==> config.mk <==
export PLATFORM = sky130hd
export DESIGN_NAME = sas_sequencer
export DESIGN_NICKNAME = d
export VERILOG_FILES = /design/src/rtl/sas_pkg.sv /design/src/rtl/sas_conv_if.sv /design/src/rtl/sas_engine.sv /design/src/rtl/sas_sequencer.sv
export SDC_FILE = /design/constraint.sdc
export NUM_CORES = 1
export LEC_CHECK = 0
export BUFFER_PORTS_ARGS = -buffer_cell sky130_fd_sc_hd__buf_2
export CELL_PAD_IN_SITES_DETAIL_PLACEMENT = 2
export CELL_PAD_IN_SITES_GLOBAL_PLACEMENT = 2
export CORE_ASPECT_RATIO = 2
export CORE_MARGIN = 2
export CORE_UTILIZATION = 30
export CTS_BUF_LIST = sky130_fd_sc_hd__clkbuf_16
export CTS_CLUSTER_DIAMETER = 60
export CTS_CLUSTER_SIZE = 40
export DETAILED_ROUTE_END_ITERATION = 7
export HOLD_SLACK_MARGIN = 0.15
export PLACE_DENSITY_LB_ADDON = 0.1
export SLEW_MARGIN = 15
export SYNTH_ARGS = -nofsm -noshare
export SYNTH_HDL_FRONTEND = slang
export SYNTH_HIERARCHICAL = 1
export SYNTH_SLANG_ARGS = --single-unit
export TNS_END_PERCENT = 30
==> constraint.sdc <==
create_clock -name pclk -period 5.9 [get_ports pclk]
set_clock_uncertainty 0.15 [all_clocks]
set_input_delay 0.59 -clock pclk [delete_from_list [all_inputs] [get_ports pclk]]
set_output_delay 0.59 -clock pclk [all_outputs]
set_load 0.005 [all_outputs]
==> src/rtl/sas_pkg.sv <==
// Purpose: shared constants for the converter sequencer
// Assumes: 32-bit apb data, one register per aligned word
// Notes:   control/status layout keeps the printed bit order
package sas_pkg;

  // ********************************
  // register offsets
  // ********************************
  localparam logic [11:0] SAS_OFF_CTRL_STATUS = 12'h03C;
  localparam logic [11:0] SAS_OFF_RESULT      = 12'h040;
  localparam logic [11:0] SAS_OFF_CLK_DIV     = 12'h044;
  localparam logic [11:0] SAS_OFF_IRQ_STATUS  = 12'h048;
  localparam logic [11:0] SAS_OFF_IRQ_MASK    = 12'h04C;
  localparam logic [11:0] SAS_OFF_PORT_DATA   = 12'h050;
  localparam logic [11:0] SAS_OFF_PORT_DIR    = 12'h054;
  localparam logic [11:0] SAS_OFF_PORT_PINS   = 12'h058;

  // ********************************
  // field positions
  // ********************************
  localparam int SAS_CS_DONE_BIT  = 7;
  localparam int SAS_CS_IRQEN_BIT = 6;
  localparam int SAS_CS_CONT_BIT  = 5;
  localparam int SAS_CS_SEL_MSB   = 4;
  localparam int SAS_DIV_LSB      = 5;
  localparam int SAS_IRQ_CONV_BIT = 0;
  localparam int SAS_IRQ_ABRT_BIT = 1;

  // ********************************
  // reset values and codes
  // ********************************
  localparam logic [4:0] SAS_SEL_OFF        = 5'h1F;
  localparam logic [2:0] SAS_DIV_RESET      = 3'h0;
  localparam logic [1:0] SAS_IRQ_MASK_RESET = 2'h1;
  localparam logic [7:0] SAS_RESULT_RESET   = 8'h00;
  localparam int         SAS_NUM_CHAN       = 4;
  localparam int         SAS_RES_BITS       = 8;

  // ********************************
  // timing
  // ********************************
  localparam int SAS_CONV_TICKS   = 16;
  localparam int SAS_SAMPLE_TICKS = SAS_CONV_TICKS - SAS_RES_BITS;

  typedef enum logic {SAS_ENG_IDLE, SAS_ENG_CONV} sas_eng_e;

endpackage

==> src/rtl/sas_conv_if.sv <==
// Purpose: links the register side to the conversion engine
// Assumes: single pclk domain
// Notes:   start is a one-cycle pulse; abort stays high for as long as stop_mode is high
interface sas_conv_if;
  logic [2:0] div_sel;
  logic       start;
  logic       abort;
  logic       busy;
  logic       done;
  logic [7:0] result;

  modport ctrl   (output div_sel, output start, output abort,
                  input busy, input done, input result);
  modport engine (input div_sel, input start, input abort,
                  output busy, output done, output result);
endinterface

==> src/rtl/sas_engine.sv <==
// Purpose: converter clock divider and successive approximation engine
// Assumes: comparator answers within one pclk of a trial code change
// Notes:   start waits for the next converter clock edge
module sas_engine (
  input  wire logic     pclk,
  input  wire logic     presetn,
  sas_conv_if.engine    cif,
  input  wire logic     above_trial,
  output logic [7:0]    trial_code
);
  import sas_pkg::*;

  // ********************************
  // converter clock enable
  // ********************************
  logic [3:0] div_cnt_q;
  logic [3:0] div_last;
  logic       tick;

  always_comb begin
    unique case (cif.div_sel)
      3'h0:    div_last = 4'h0;
      3'h1:    div_last = 4'h1;
      3'h2:    div_last = 4'h3;
      3'h3:    div_last = 4'h7;
      default: div_last = 4'hF;
    endcase
  end

  assign tick = (div_cnt_q >= div_last);

  always_ff @(posedge pclk or negedge presetn) begin
    if (!presetn) begin
      div_cnt_q <= 4'h0;
    end else if (tick) begin
      div_cnt_q <= 4'h0;
    end else begin
      div_cnt_q <= div_cnt_q + 4'h1;
    end
  end

  // ********************************
  // approximation sequence
  // ********************************
  sas_eng_e   state_q;
  logic [3:0] step_q;
  logic [7:0] sar_q;
  logic       pend_q;
  logic [2:0] bit_idx;
  logic [7:0] sar_next;

  assign bit_idx = 3'(4'hF - step_q);

  always_comb begin
    sar_next = sar_q;
    if (!above_trial) begin
      sar_next[bit_idx] = 1'b0;
    end
    if (bit_idx != 3'h0) begin
      sar_next[bit_idx - 3'h1] = 1'b1;
    end
  end

  // start request held until the next converter edge
  always_ff @(posedge pclk or negedge presetn) begin
    if (!presetn) begin
      pend_q <= 1'b0;
    end else if (cif.abort) begin
      pend_q <= 1'b0;
    end else if (cif.start) begin
      pend_q <= 1'b1;
    end else if (tick) begin
      pend_q <= 1'b0;
    end
  end

  always_ff @(posedge pclk or negedge presetn) begin
    if (!presetn) begin
      state_q <= SAS_ENG_IDLE;
      step_q  <= 4'h0;
      sar_q   <= 8'h80;
    end else if (cif.abort) begin
      state_q <= SAS_ENG_IDLE;
      step_q  <= 4'h0;
    end else if (tick && pend_q) begin
      state_q <= SAS_ENG_CONV;
      step_q  <= 4'h0;
      sar_q   <= 8'h80;
    end else if (tick && state_q == SAS_ENG_CONV) begin
      step_q <= step_q + 4'h1;
      if (step_q >= 4'(SAS_SAMPLE_TICKS)) begin
        sar_q <= sar_next;
      end
      if (step_q == 4'(SAS_CONV_TICKS - 1)) begin
        state_q <= SAS_ENG_IDLE;
      end
    end
  end

  always_ff @(posedge pclk or negedge presetn) begin
    if (!presetn) begin
      cif.done   <= 1'b0;
      cif.result <= SAS_RESULT_RESET;
    end else begin
      cif.done <= 1'b0;
      if (!cif.abort && !(tick && pend_q) && tick && state_q == SAS_ENG_CONV &&
          step_q == 4'(SAS_CONV_TICKS - 1)) begin
        cif.done   <= 1'b1;
        cif.result <= sar_next;
      end
    end
  end

  assign cif.busy   = (state_q == SAS_ENG_CONV) || pend_q;
  assign trial_code = sar_q;

endmodule // sas_engine

==> src/rtl/sas_sequencer.sv <==
// Purpose: register file, pin sharing, modes and interrupt of the converter
// Assumes: apb slave with zero wait states; comparator outside
// Notes:   engine instance holds divider and approximation steps
module sas_sequencer (
  input  wire logic        pclk,
  input  wire logic        presetn,
  input  wire logic        psel,
  input  wire logic        penable,
  input  wire logic        pwrite,
  input  wire logic [11:0] paddr,
  input  wire logic [31:0] pwdata,
  output logic      [31:0] prdata,
  output logic             pready,
  output logic             pslverr,
  input  wire logic        wait_mode,
  input  wire logic        stop_mode,
  input  wire logic        above_trial,
  output logic      [7:0]  trial_code,
  output logic      [1:0]  mux_channel,
  output logic             mux_enable,
  output logic             converter_powered,
  input  wire logic [3:0]  shared_pin_in,
  output logic      [3:0]  shared_pin_out,
  output logic      [3:0]  shared_pin_oe,
  output logic             irq,
  output logic             wake_request
);
  import sas_pkg::*;

  // ********************************
  // bus decode
  // ********************************
  logic setup_rd;
  logic acc;
  logic acc_wr;
  logic acc_rd;
  logic mapped;

  assign setup_rd = psel && !penable && !pwrite;
  assign acc      = psel && penable;
  assign acc_wr   = acc && pwrite && !pslverr;
  assign acc_rd   = acc && !pwrite && !pslverr;
  assign pready   = 1'b1;

  always_comb begin
    unique case (paddr)
      SAS_OFF_CTRL_STATUS, SAS_OFF_RESULT, SAS_OFF_CLK_DIV,
      SAS_OFF_IRQ_STATUS, SAS_OFF_IRQ_MASK, SAS_OFF_PORT_DATA,
      SAS_OFF_PORT_DIR, SAS_OFF_PORT_PINS: mapped = 1'b1;
      default:                             mapped = 1'b0;
    endcase
  end

  // unmapped or misaligned addresses answer with an error, no side effect
  assign pslverr = acc && !mapped;

  logic wr_cs;
  logic wr_div;
  logic wr_mask;
  logic wr_data;
  logic wr_dir;
  logic rd_result;
  logic rd_irq;

  assign wr_cs     = acc_wr && paddr == SAS_OFF_CTRL_STATUS;
  assign wr_div    = acc_wr && paddr == SAS_OFF_CLK_DIV;
  assign wr_mask   = acc_wr && paddr == SAS_OFF_IRQ_MASK;
  assign wr_data   = acc_wr && paddr == SAS_OFF_PORT_DATA;
  assign wr_dir    = acc_wr && paddr == SAS_OFF_PORT_DIR;
  assign rd_result = acc_rd && paddr == SAS_OFF_RESULT;
  assign rd_irq    = acc_rd && paddr == SAS_OFF_IRQ_STATUS;

  // ********************************
  // control fields
  // ********************************
  logic       irq_en_q;
  logic       cont_q;
  logic [4:0] input_select_q;
  logic [2:0] clock_divide_select_q;
  logic [1:0] irq_mask_q;

  always_ff @(posedge pclk or negedge presetn) begin
    if (!presetn) begin
      irq_en_q       <= 1'b0;
      cont_q         <= 1'b0;
      input_select_q <= SAS_SEL_OFF;
    end else if (wr_cs) begin
      // done bit position is write-ignored
      irq_en_q       <= pwdata[SAS_CS_IRQEN_BIT];
      cont_q         <= pwdata[SAS_CS_CONT_BIT];
      input_select_q <= pwdata[SAS_CS_SEL_MSB:0];
    end
  end

  always_ff @(posedge pclk or negedge presetn) begin
    if (!presetn) begin
      clock_divide_select_q <= SAS_DIV_RESET;
    end else if (wr_div) begin
      clock_divide_select_q <= pwdata[SAS_DIV_LSB+2:SAS_DIV_LSB];
    end
  end

  always_ff @(posedge pclk or negedge presetn) begin
    if (!presetn) begin
      irq_mask_q <= SAS_IRQ_MASK_RESET;
    end else if (wr_mask) begin
      irq_mask_q <= pwdata[1:0];
    end
  end

  // ********************************
  // power and channel routing
  // ********************************
  logic powered;
  logic external_sel;

  assign powered           = (input_select_q != SAS_SEL_OFF);
  assign external_sel      = (input_select_q < 5'(SAS_NUM_CHAN));
  assign converter_powered = powered && !stop_mode;
  assign mux_enable        = converter_powered && external_sel;
  assign mux_channel       = input_select_q[1:0];

  // ********************************
  // conversion sequencing
  // ********************************
  sas_conv_if cif ();

  logic stop_q;
  logic resume_q;
  logic stop_entry;
  logic stop_exit;
  logic wr_on;

  // judge power from the code being written, not the old one, so a write wakes it
  assign wr_on = (pwdata[SAS_CS_SEL_MSB:0] != SAS_SEL_OFF);

  assign stop_entry = stop_mode && !stop_q;
  assign stop_exit  = !stop_mode && stop_q;

  always_ff @(posedge pclk or negedge presetn) begin
    if (!presetn) begin
      stop_q <= 1'b0;
    end else begin
      stop_q <= stop_mode;
    end
  end

  // remember whether work was cut short so it picks up after stop
  always_ff @(posedge pclk or negedge presetn) begin
    if (!presetn) begin
      resume_q <= 1'b0;
    end else if (stop_entry) begin
      resume_q <= cif.busy || cont_q;
    end else if (wr_cs && stop_mode) begin
      resume_q <= 1'b1;
    end else if (stop_exit) begin
      resume_q <= 1'b0;
    end
  end

  // wait mode is not an input here: the converter runs on regardless
  always_comb begin
    cif.div_sel = clock_divide_select_q;
    cif.abort   = stop_entry || (wr_cs && (!wr_on || stop_mode)) ||
                  (!powered && cif.busy) || stop_mode;
    cif.start   = !stop_mode &&
                  ((wr_cs && wr_on) || (powered && ((stop_exit && resume_q) ||
                   (cif.done && cont_q))));
  end

  sas_engine u_engine (
    .pclk        (pclk),
    .presetn     (presetn),
    .cif         (cif.engine),
    .above_trial (above_trial),
    .trial_code  (trial_code)
  );

  // ********************************
  // result and completion flags
  // ********************************
  logic [7:0] result_q;
  logic       done_flag_q;
  logic       conv_irq_q;

  always_ff @(posedge pclk or negedge presetn) begin
    if (!presetn) begin
      result_q <= SAS_RESULT_RESET;
    end else if (cif.done) begin
      result_q <= cif.result;
    end
  end

  // set wins over a same-cycle result read
  always_ff @(posedge pclk or negedge presetn) begin
    if (!presetn) begin
      done_flag_q <= 1'b0;
    end else if (cif.done && !irq_en_q) begin
      done_flag_q <= 1'b1;
    end else if (rd_result) begin
      done_flag_q <= 1'b0;
    end
  end

  // ********************************
  // interrupt status
  // ********************************
  logic [1:0] irq_set;
  logic [1:0] irq_status_q;

  assign irq_set[SAS_IRQ_CONV_BIT] = cif.done && irq_en_q;
  assign irq_set[SAS_IRQ_ABRT_BIT] = stop_entry && cif.busy;

  always_ff @(posedge pclk or negedge presetn) begin
    if (!presetn) begin
      conv_irq_q <= 1'b0;
    end else if (irq_set[SAS_IRQ_CONV_BIT]) begin
      conv_irq_q <= 1'b1;
    end else if (rd_result || wr_cs || rd_irq) begin
      conv_irq_q <= 1'b0;
    end
  end

  always_ff @(posedge pclk or negedge presetn) begin
    if (!presetn) begin
      irq_status_q[SAS_IRQ_ABRT_BIT] <= 1'b0;
    end else if (irq_set[SAS_IRQ_ABRT_BIT]) begin
      irq_status_q[SAS_IRQ_ABRT_BIT] <= 1'b1;
    end else if (rd_irq) begin
      irq_status_q[SAS_IRQ_ABRT_BIT] <= 1'b0;
    end
  end

  assign irq_status_q[SAS_IRQ_CONV_BIT] = conv_irq_q;

  assign irq          = |(irq_status_q & irq_mask_q);
  assign wake_request = wait_mode && irq;

  // ********************************
  // shared port pins
  // ********************************
  logic [3:0] port_data_q;
  logic [3:0] port_dir_q;
  logic [3:0] pin_read;
  logic [3:0] pin_taken;

  // latches still load; only the pin ignores them while selected
  always_ff @(posedge pclk or negedge presetn) begin
    if (!presetn) begin
      port_data_q <= 4'h0;
    end else if (wr_data) begin
      port_data_q <= pwdata[3:0];
    end
  end

  always_ff @(posedge pclk or negedge presetn) begin
    if (!presetn) begin
      port_dir_q <= 4'h0;
    end else if (wr_dir) begin
      port_dir_q <= pwdata[3:0];
    end
  end

  for (genvar p = 0; p < SAS_NUM_CHAN; p++) begin : g_pin
    assign pin_taken[p]      = powered && external_sel &&
                               input_select_q[1:0] == 2'(p);
    assign shared_pin_oe[p]  = port_dir_q[p] && !pin_taken[p];
    assign shared_pin_out[p] = port_data_q[p];
    assign pin_read[p]       = pin_taken[p] ? (port_dir_q[p] && port_data_q[p])
                             : (port_dir_q[p] ? port_data_q[p] : shared_pin_in[p]);
  end

  // ********************************
  // read data
  // ********************************
  logic [7:0] cs_read;

  always_comb begin
    cs_read                   = {3'h0, input_select_q};
    cs_read[SAS_CS_DONE_BIT]  = done_flag_q && !irq_en_q;
    cs_read[SAS_CS_IRQEN_BIT] = irq_en_q;
    cs_read[SAS_CS_CONT_BIT]  = cont_q;
  end

  // captured in the setup phase so the bus sees a registered value
  always_ff @(posedge pclk or negedge presetn) begin
    if (!presetn) begin
      prdata <= 32'h00000000;
    end else if (setup_rd) begin
      unique case (paddr)
        SAS_OFF_CTRL_STATUS: prdata <= {24'h000000, cs_read};
        SAS_OFF_RESULT:      prdata <= {24'h000000, result_q};
        SAS_OFF_CLK_DIV:     prdata <= {24'h000000, clock_divide_select_q, 5'h00};
        SAS_OFF_IRQ_STATUS:  prdata <= {30'h00000000, irq_status_q};
        SAS_OFF_IRQ_MASK:    prdata <= {30'h00000000, irq_mask_q};
        SAS_OFF_PORT_DATA:   prdata <= {28'h0000000, port_data_q};
        SAS_OFF_PORT_DIR:    prdata <= {28'h0000000, port_dir_q};
        SAS_OFF_PORT_PINS:   prdata <= {28'h0000000, pin_read};
        default:             prdata <= 32'h00000000;
      endcase
    end
  end

endmodule // sas_sequencer

==> flow_summary_export.csv <==
group,metric,value,unit
clock_network,clock_latency,0.33,ns
placement,io_buffer_count,62,
worst_setup_path,ff2ff_setup_slack,2.85,ns
power,p_leak,2.22,nW
worst_setup_path,cp.arrival,3.12,ns
routing,ant_nets,0,
grt,grt_antenna_before_repair,0,
power,ir_drop,0.130,mV
cells_and_area,final_cell_mix,"62 x buf_2, 61 x dfrtp_1, 35 x nand2_1",
hold_path,hold_class,"primary input to async pin",
logic_synthesis,synth-edff-count,0,
die,die-width,86.5,um
worst_setup_path,critPathBufInv,2,
routing,wl_per_cell,21.6,um
clock_network,cts_hold_buf,0,
cells_and_area,multi_input_area,0.00210,mm2
logic_synthesis,synth_top_flop_cell,"dfrtp_1",
clock_network,cts.sinks,68,
timing,fin_setup_tns,0,ns
routing,drtIter0Drc,82,
worst_setup_path,crit_family,"simple AND/OR/NAND/NOR gates",
power,clockPowerShare,0.446,
logic_synthesis,postSynthRegisterBits,68,
power,p_int,792,uW
clock_network,post_cts_buffers,0,
logic_synthesis,synth_area,0.00408,mm2
placement,gp_congestion,0.788,
status,status,"completed",
worst_setup_path,cp_max_fo,15,
die,coreArea,0.0134,mm2
timing,fmax,0.327,GHz
worst_setup_path,r2r-start,"cif.div_sel[2]",
logic_synthesis,synthArstFlopShare,1.00,
clock_network,cts_max_level,3,
routing,drt-vias-per-instance,5.43,
power,power_frac_seq,0.464,
timing,setup-violations-final,0,
routing,totalWireLength,13400,um
cells_and_area,drive_gt1_frac,0.282,
grt,grt_pass1_wl,21000,um
worst_setup_path,cp.required,5.96,ns
grt,globalRouteOverflowTotal,0,
routing,drc_errors,0,
worst_setup_path,cp-start-kind,"primary input",
worst_setup_path,crit_type,"primary input to flip-flop",
timing,hold_slack,0.288,ns
timing,min_period_over_period,0.518,
cells_and_area,fillerInstances,1523,
flow_run,maxCapViolCount,0,
power,p_sw_frac,0.251,
worst_setup_path,endpoint_kind,"flip-flop",
clock_network,clkTransAtPathRegs,0.06,ns
clock_network,cts_tree,"built",
clock_network,cts_buffers,9,
logic_synthesis,ys_top_cells_by_area,"dfrtp_1 37%, mux2_2 5.8%, buf_4 5.7%, dfstp_2 4.5%, mux2_4 4.0%",
logic_synthesis,syn_inst,401,
cells_and_area,nets,524,
logic_synthesis,yosys_warnings,6,
die,rows,60,
die,die_height,169,um
logic_synthesis,yosysTopAreaCellShare,0.374,
timing,min_period,3.06,ns
worst_setup_path,ff2ff_path_depth,6,
worst_setup_path,r2r_end,"u_engine/cif.result[6]",
worst_setup_path,cp_slowest_cell,"nor4b_1",
die,start_util,0.305,
timing,maxSlewViolCount,0,
power,p_comb_frac,0.089,
worst_setup_path,worstPathCellList,"buf_2 > nor4b_1 > nand4_1 > o21ai_0 > buf_4 > or4_1 > mux2_4",
logic_synthesis,yosysTopAreaCell,"dfrtp_1",
placement,detailed_place_hpwl,10600,um
timing,hold_viol,0,
routing,via_count,3364,
cells_and_area,final_common_cell,"buf_2",
worst_setup_path,critPathMaxStageDelay,0.47,ns
clock_network,clockBufferDepth,2,
timing,rsz0062_at_grt,"false",
logic_synthesis,synth_seq_area_share,0.419,
routing,drt_pass1_iterations,6,
cells_and_area,register_area,0.00171,mm2
logic_synthesis,synth.avg_cell_area,10.2,um2
timing,slew_headroom,0.382,
cells_and_area,area_growth_syn_to_layout,14.2,%
grt,grt_pass1_vias,3703,
die,io_pins,112,
power,power.density,227,mW/mm2
timing,worstMarginPinSlew,0.926,ns
logic_synthesis,ys_types,66,
grt,grt_usage,0.190,
die,dieArea,0.0146,mm2
clock_network,post_cts_resized,0,
cells_and_area,diodes,0,
power,p_switching,266,uW
clock_network,cts_root_buffer,"clkbuf_16",
grt,grt_max_degree,69,
-- Yosys cell counts (6+ instances only) --
master,number
dfstp_2,7
mux2_4,11
a21oi_1,24
clkbuf_1,7
o21ai_0,23
buf_4,31
a32oi_1,10
dfrtp_1,61
nor2_1,21
ha_1,9
a22o_1,10
nand2_1,35
nor3_1,6
nand2b_1,6
mux2_2,21
nand3_1,8
inv_1,19
-- cells by family after synthesis --
logic type	after synthesis	synth area share
compound gates	94	0.153
xor+xnor	2	0.00429
fa+ha+maj	9	0.0276
buf+inv	59	0.0865
flops	68	0.419
mux	35	0.106
other cells	2	0.00184
simple gates	132	0.201
-- power by group through the flow --
stage                     Sequential [mW]  Clock [mW]  Combinational [mW]
after detailed placement            0.499           0              0.0958
after global placement              0.499           0              0.0925
after CTS                           0.492       0.487              0.0962
after global routing                0.493       0.508               0.106
final                               0.492       0.472              0.0946
after floorplan                     0.497           0              0.0615
-- registers in the layout, indices dropped and copies added (netlist names), 5 cells and up --
register,flops
u_engine/trial_code,8
u_engine/cif.result,8
prdata,8
result_q,8
input_select_q,5
-- how the worst max path moves through the flow --
stage                               from                      to  depth (start not counted)
after floorplan                 paddr[7]  u_engine/cif.result[0]                          8
after global placement          paddr[3]  u_engine/cif.result[2]                          7
after detailed placement        paddr[3]  u_engine/cif.result[6]                          7
after CTS                 cif.div_sel[2]  u_engine/cif.result[6]                          6
after global routing            paddr[3]  u_engine/cif.result[5]                          7
final                           paddr[3]  u_engine/cif.result[6]                          7
-- per-stage QoR --
stage / utilization / power (mW) / instances / area, um2 / setup slack [ns]
6_report: 0.349 / 1.06 / 619 / 4660 / 2.84
5_1_grt: 0.349 / 1.11 / 619 / 4660 / 2.61
4_1_cts: 0.349 / 1.08 / 619 / 4660 / 2.79
2_1_floorplan: - / 0.558 / 424 / 4170 / 3.09
3_5_place_dp: 0.330 / 0.595 / 603 / 4400 / 2.45
3_3_place_gp: 0.330 / 0.591 / 603 / 4400 / 2.50
-- final cells by class --
type	count	area share
multi-input combinational	297	0.451
timing repair buffer	64	0.0698
inverter	19	0.0153
clock buffer	9	0.0483
tap	155	0.0416
clock inverter	7	0.00644
sequential	68	0.367
-- metal layers --
metal  vias to the layer above  routed length (um)  share of wire  GRT usage
li1                       1535                   -              -          -
met1                      1710                4590           0.34      0.190
met2                        87                7480           0.56      0.350
met3                        32                 399          0.030     0.0268
met4                         0                 891          0.067      0.130
met5                         -                   0              0          0
No activity file was read; power rests on OpenSTA's default activity.
